### src/pkg/opdec_regs.vh
// constants for the first-byte opcode decoder
// Functional notes
// - 01DDDSSS with neither DDD nor SSS 110 copies register SSS into DDD, 5 cycles.
// - 01110SSS stores register SSS into memory operand, 7 cycles.
// - 01DDD110 loads memory operand into register DDD, 7 cycles.
// - 10000SSS add, 10001SSS add with carry, register to accumulator, 4 cycles.
// - 10010SSS subtract, 10011SSS subtract with borrow, 4 cycles.
// - 10100/10101/10110SSS and, exclusive or, inclusive or, 4 cycles.
// - 10111SSS compares register SSS with accumulator, 4 cycles.
// - 10000110 add memory, 10001110 add memory with carry, 7 cycles.
// - 10010110 subtracts memory operand from accumulator, 7 cycles.
// - 11CCC000 conditional return on condition CCC except 010/011, 5 or 11 cycles.
// - 00PP0001 loads 16-bit immediate into pair PP, 10 cycles.
// - 11PP0101 pushes pair PP (B-C, D-E, H-L) on stack, 11 cycles.
`ifndef OPDEC_REGS_VH
`define OPDEC_REGS_VH
// operation classes
`define OP_UNKNOWN            5'h00
`define OP_COPY_REGISTER      5'h01
`define OP_STORE_MEM          5'h02
`define OP_LOAD_MEM           5'h03
`define OP_HALT               5'h04
`define OP_ADD                5'h05
`define OP_ADD_CARRY          5'h06
`define OP_SUB                5'h07
`define OP_MINUS_WITH_BORROW  5'h08
`define OP_BITWISE_AND        5'h09
`define OP_EXCLUSIVE_OR       5'h0a
`define OP_INCLUSIVE_OR       5'h0b
`define OP_COMPARE            5'h0c
`define OP_RETURN_COND        5'h0d
`define OP_LOAD_PAIR_IMM      5'h0e
`define OP_PUSH_PAIR          5'h0f
// register field codes
`define REG_B                 3'h0
`define REG_C                 3'h1
`define REG_D                 3'h2
`define REG_E                 3'h3
`define REG_H                 3'h4
`define REG_L                 3'h5
`define REG_MEM               3'h6
`define REG_ACC               3'h7
// return conditions
`define COND_NONZERO          3'h0
`define COND_ZERO             3'h1
`define COND_ODD_PARITY       3'h4
`define COND_EVEN_PARITY      3'h5
`define COND_POSITIVE         3'h6
`define COND_MINUS            3'h7
// halt opcode
`define HALT_CODE             8'h76
// cycle counts
`define CYC_NONE              4'h0
`define CYC_ALU_REG           4'h4
`define CYC_COPY              4'h5
`define CYC_MEM               4'h7
`define CYC_LOAD_PAIR         4'ha
`define CYC_PUSH              4'hb
`define CYC_RET_SKIP          4'h5
`define CYC_RET_TAKEN         4'hb
`endif

### src/rtl/ret_cycles.v
// cycle count of a conditional return from its condition and the flags
`timescale 1ns/1ps
`include "opdec_regs.vh"
module ret_cycles (
   // condition and flags
   input  wire [2:0] cond,
   input  wire       flag_zero,
   input  wire       flag_sign,
   input  wire       flag_parity,
   // result
   output reg        taken,
   output reg  [3:0] cycles
);
   always @* begin
      case (cond)
         `COND_NONZERO:     taken = ~flag_zero;
         `COND_ZERO:        taken = flag_zero;
         `COND_ODD_PARITY:  taken = ~flag_parity;
         `COND_EVEN_PARITY: taken = flag_parity;
         `COND_POSITIVE:    taken = ~flag_sign;
         `COND_MINUS:       taken = flag_sign;
         default:           taken = 1'b0;
      endcase
      cycles = taken ? `CYC_RET_TAKEN : `CYC_RET_SKIP;
   end
endmodule // ret_cycles

### src/rtl/opcode_decoder.v
// first-byte opcode decoder feeding the execution sequencer
`timescale 1ns/1ps
`include "opdec_regs.vh"
module opcode_decoder (
   // clock and reset
   input  wire       core_clk,
   input  wire       rst_n,
   // opcode byte from program memory, same clock domain
   input  wire       op_valid,
   input  wire [7:0] op_byte,
   // flags from the execution unit
   input  wire       flag_zero,
   input  wire       flag_sign,
   input  wire       flag_parity,
   // decoded result
   output reg        dec_valid_q,
   output reg  [4:0] dec_class_q,
   output reg  [2:0] dst_reg_q,
   output reg  [2:0] src_reg_q,
   output reg  [1:0] pair_q,
   output reg  [2:0] cond_q,
   output reg        ret_taken_q,
   output reg  [3:0] cycles_q
);
   reg        rst_meta_q;
   reg        rst_sync_n_q;
   reg  [4:0] class_d;
   reg  [3:0] cycles_d;
   wire       ret_taken;
   wire [3:0] ret_cyc;

   // reset release through two flops
   always @(posedge core_clk or negedge rst_n) begin
      if (!rst_n) begin
         rst_meta_q   <= 1'b0;
         rst_sync_n_q <= 1'b0;
      end else begin
         rst_meta_q   <= 1'b1;
         rst_sync_n_q <= rst_meta_q;
      end
   end

   ret_cycles u_ret (
      .cond        (op_byte[5:3]),
      .flag_zero   (flag_zero),
      .flag_sign   (flag_sign),
      .flag_parity (flag_parity),
      .taken       (ret_taken),
      .cycles      (ret_cyc)
   );

   // field of a register operand is memory
   function is_mem;
      input [2:0] f;
      begin
         is_mem = (f == `REG_MEM);
      end
   endfunction

   always @* begin
      class_d  = `OP_UNKNOWN;
      cycles_d = `CYC_NONE;
      if (op_byte == `HALT_CODE) begin
         class_d  = `OP_HALT;
         cycles_d = `CYC_MEM;
      end else if (op_byte[7:6] == 2'b01) begin
         if (is_mem(op_byte[5:3])) begin
            class_d  = `OP_STORE_MEM;
            cycles_d = `CYC_MEM;
         end else if (is_mem(op_byte[2:0])) begin
            class_d  = `OP_LOAD_MEM;
            cycles_d = `CYC_MEM;
         end else begin
            class_d  = `OP_COPY_REGISTER;
            cycles_d = `CYC_COPY;
         end
      end else if (op_byte[7:6] == 2'b10) begin
         case (op_byte[5:3])
            3'h0:    class_d = `OP_ADD;
            3'h1:    class_d = `OP_ADD_CARRY;
            3'h2:    class_d = `OP_SUB;
            3'h3:    class_d = `OP_MINUS_WITH_BORROW;
            3'h4:    class_d = `OP_BITWISE_AND;
            3'h5:    class_d = `OP_EXCLUSIVE_OR;
            3'h6:    class_d = `OP_INCLUSIVE_OR;
            default: class_d = `OP_COMPARE;
         endcase
         cycles_d = is_mem(op_byte[2:0]) ? `CYC_MEM : `CYC_ALU_REG;
      end else if (op_byte[7:6] == 2'b11) begin
         // conditional return
         // conditions 010 and 011 stay unknown: outside this decode
         if (op_byte[2:0] == 3'h0 && op_byte[5:4] != 2'b01) begin
            class_d  = `OP_RETURN_COND;
            cycles_d = ret_cyc;
         // push of B-C, D-E, H-L only
         end else if (op_byte[3:0] == 4'h5 && op_byte[5:4] != 2'b11) begin
            class_d  = `OP_PUSH_PAIR;
            cycles_d = `CYC_PUSH;
         end
      end else if (op_byte[3:0] == 4'h1) begin
         // immediate pair load; operands follow in memory
         class_d  = `OP_LOAD_PAIR_IMM;
         cycles_d = `CYC_LOAD_PAIR;
      end
   end

   always @(posedge core_clk or negedge rst_sync_n_q) begin
      if (!rst_sync_n_q) begin
         dec_valid_q <= 1'b0;
         dec_class_q <= `OP_UNKNOWN;
         dst_reg_q   <= `REG_B;
         src_reg_q   <= `REG_B;
         pair_q      <= 2'h0;
         cond_q      <= 3'h0;
         ret_taken_q <= 1'b0;
         cycles_q    <= `CYC_NONE;
      end else begin
         dec_valid_q <= op_valid;
         // hold last decode so the sequencer sees stable fields
         if (op_valid) begin
            dec_class_q <= class_d;
            dst_reg_q   <= op_byte[5:3];
            src_reg_q   <= op_byte[2:0];
            pair_q      <= op_byte[5:4];
            cond_q      <= op_byte[5:3];
            ret_taken_q <= ret_taken & (class_d == `OP_RETURN_COND);
            cycles_q    <= cycles_d;
         end
      end
   end
endmodule // opcode_decoder

### config.mk
export PLATFORM = sky130hd
export DESIGN_NAME = opcode_decoder
export DESIGN_NICKNAME = d
export VERILOG_FILES = /design/src/rtl/ret_cycles.v /design/src/rtl/opcode_decoder.v
export VERILOG_INCLUDE_DIRS = /design/src /design/src/pkg
export SDC_FILE = /design/constraint.sdc
export NUM_CORES = 1
export LEC_CHECK = 0
export ABC_AREA = 1
export BUFFER_PORTS_ARGS = -buffer_cell sky130_fd_sc_hd__buf_2
export CAP_MARGIN = 20
export CELL_PAD_IN_SITES_DETAIL_PLACEMENT = 0
export CELL_PAD_IN_SITES_GLOBAL_PLACEMENT = 1
export CORE_ASPECT_RATIO = 1.5
export CORE_UTILIZATION = 30
export CTS_BUF_LIST = sky130_fd_sc_hd__clkbuf_8 sky130_fd_sc_hd__clkbuf_16
export DETAILED_ROUTE_END_ITERATION = 7
export PLACE_DENSITY_LB_ADDON = 0.1
export REMOVE_ABC_BUFFERS = 1
export SETUP_SLACK_MARGIN = 0.15
export SKIP_CTS_REPAIR_TIMING = 1
export SLEW_MARGIN = 10
export SYNTH_ARGS = -nofsm -noshare
export SYNTH_HDL_FRONTEND = slang
export SYNTH_SLANG_ARGS = --single-unit
### constraint.sdc
create_clock -name core_clk -period 0.8 [get_ports core_clk]
set_input_delay 0.04 -clock core_clk [delete_from_list [all_inputs] [get_ports core_clk]]
set_output_delay 0.04 -clock core_clk [all_outputs]
set_load 0.01 [all_outputs]
==> impl_metrics.toml <==
[final_layout]
layout_common_cells = "34 x buf_4, 32 x nand2_1, 29 x buf_2, 18 x dfrtp_1, 10 x nand2_2"
nets = 225
area_growth_pct = 70.91
final_common_cell = "buf_4"
diodes = 0
nFillCells = 321
drive_above_1_share_pct = 56.19
final_util_pct = 55.22

[cts]
cts.htree.levels = 1
clock_latency_ns = 0.25
path_clk_slew_ns = 0.07
cts_inserted_buffers = 3
cts_root_buffer = "clkbuf_8"
cts_tree = "built"
cts_sinks = 18
cts_buffer_depth = 2

[setup_path]
critPathRequiredTime_ns = 0.76
crit_slowest_cell = "dfrtp_1"
reg2regPathDepth = 3
worst-path-buf-inv = 1
worstPathArrival_ns = 0.79
r2r-end = "cond_q[0]"
worstReg2RegStart = "cond_q[0]"
critical-path-top-delay-family = "flip-flops"
crit_chain = "buf_2"
cp.depth = 1
r2r_setup_slack_ns = 0.06
cp_slowest_stage_delay_ns = 0.40
end_kind = "output pin"
worstPathMaxFanout = 4
start_kind = "register"
crit_end = "pair_q[1]"
critPathKind = "reg -> out"
critPathLaunch = "pair_q[1]"

[placement]
gp_congestion = 0.8515
placement.io_buffers = 34
place_ws_ns = -0.3279
dp_hpwl_um = 2148

[sta]
rsz0062_at_grt = "yes"
fin_worst_skew_ns = 0.004107
hold_slack_ns = 0.04824
setup_ws_ns = -0.02960
final.setup.tns_ns = -0.2471
fmax_mhz = 1205
setup_viol = 15
maxSlewViolCount = 0
period_minus_slack_ns = 0.8296
period_share_pct = 103.7
hold_violations = 0

[logic_synthesis]
synth_top_family_by_area = "simple AND/OR/NAND/NOR gates"
synth_seq_area_share_pct = 43.27
yosysWarnings = 0
synth_fa_ha_area_share_pct = 0
synth-compound-area-share_pct = 9.856
ys_types = 26
synth-seq-cells = 18
syn_area_um2 = 1041
muxShareOfSynthArea_pct = 0
syn-instance-count = 143
synth-simple-area-share_pct = 32.33
synth_xor_area_share_pct = 0.8413
avgSynthCellArea_um2 = 7.280

[die]
initial_core_util_pct = 32.31
rows = 25
dieHeight_um = 74.15
ios = 36
floorplan.die_area_um2 = 3714
chipWidth_um = 50.10
fp.coreArea_um2 = 3222

[flow_run]
maxCapViolCount = 0

[route]
routed_via_density = 4.556
via_count = 1139
wl_per_cell_um = 11.54
ant_nets = 0
drc = 0
drt_iter0_drc = 37
wirelength_um = 2886
first_pass_iters = 4

[grt]
grt_pass1_wl_um = 4340
use_met3_pct = 2.249
grt_use_met1_pct = 17.28
grt.overflow.total = 0
antenna_found_initial = 0
grt_max_degree = 17
grt_pass1_vias = 1002
busiest_layer = "met2"
use_met2_pct = 28.59
track_usage_pct = 15.32

[power_and_ir_drop]
leakage_uw = 0.0009328
peakVddDrop_v = 0.0007868
pwr_density_cell_nw_per_um2 = 1407

[status]
status = "finished, violations left"
violations = "setup timing"

[min_path]
hp-class = "in -> reg"
==> sequential cells by signal, summed over array words and instances, names as in the netlist <==
name	count
cycles_q	4
dec_class_q	4
src_reg_q	3
pair_q	2
cond_q	1
dec_valid_q	1
ret_taken_q	1
rst_meta_q	1
rst_sync_n_q	1
==> synth_stat cells <==
cell      count  area, um2
clkinv_1      1      3.750
nand4_1       3      18.77
inv_1        14      52.55
nor2_1       17      63.81
a21oi_1       3      15.01
nand3b_1      1      7.510
a22o_1        1      8.760
o21bai_1      1      7.510
a41oi_1       1      8.760
buf_6         1      11.26
inv_2         1      3.750
dfrtp_1      18      450.4
o21ai_1       1      5.000
nand3_2       1      10.01
nor2_4        1      11.26
nor3_1        1      5.000
nand3_1       8      40.04
xnor2_1       1      8.760
nor2_2        1      6.260
o21ai_0       9      45.04
nand2_2       2      12.51
a31oi_1       2      12.51
conb_1        2      7.510
nand2_1      43      161.4
buf_4         8      60.06
clkbuf_1      1      3.750
==> cell type report <==
| class | count | area, um2 | share of cell area [%] |
|---|---|---|---|
| Inverter | 16 | 80.08 | 4.501 |
| Multi-Input combinational cell | 99 | 610.6 | 34.32 |
| Timing Repair Buffer | 73 | 533.0 | 29.96 |
| Clock buffer | 4 | 55.05 | 3.094 |
| Sequential cell | 18 | 450.4 | 25.32 |
| Tap cell | 40 | 50.05 | 2.813 |
==> report_power, final <==
| group | leakage (uW) | internal (uW) | switching, uW |
|---|---|---|---|
| Combinational | 0.000682 | 361 | 383 |
| Clock | 0.0000288 | 436 | 304 |
| Sequential | 0.000222 | 983 | 36.0 |
| Total | 0.000933 | 1780 | 723 |
==> kinds of logic after synthesis <==
logic type             Yosys count
AO/OA/AOI/OAI                   18
XOR/XNOR                         1
flip-flops                      18
buffers and inverters           26
other                            2
AND/OR/NAND/NOR                 78
==> per-layer routing <==
metal	up-vias	part of all wire, %
li1	579	-
met1	528	39
met2	26	55
met3	6	3.7
met4	0	1.8
met5	-	0
==> worst reg2reg max path, stage by stage, from the launching register on <==
cell and delay [ns]:
dfrtp_1 0.39, buf_4 0.14, nand2_1 0.05, o21ai_1 0.05
==> per-stage QoR <==
step | cells | total power [uW] | area [um2]
after floorplan | 133 | 1282 | 965.9
after detailed placement | 233 | 1582 | 1381
after CTS | 237 | 2336 | 1436
after global routing | 250 | 2644 | 1779
after global placement | 233 | 1574 | 1381
final | 250 | 2504 | 1779
==> worst min path at each step <==
| stage | from | end | slack (ns) | depth (start not counted) |
|---|---|---|---|---|
| 2_1_floorplan | rst_n | rst_meta_q | -0.26 | 0 |
| 3_3_place_gp | rst_n | rst_sync_n_q | -0.18 | 1 |
| 3_5_place_dp | rst_n | rst_meta_q | -0.17 | 1 |
| 4_1_cts | rst_n | rst_meta_q | -0.45 | 1 |
| 5_1_grt | op_byte[0] | src_reg_q[0] | 0.04 | 3 |
| 6_report | op_byte[0] | src_reg_q[0] | 0.05 | 3 |
Power figures use the tool's default switching activity.
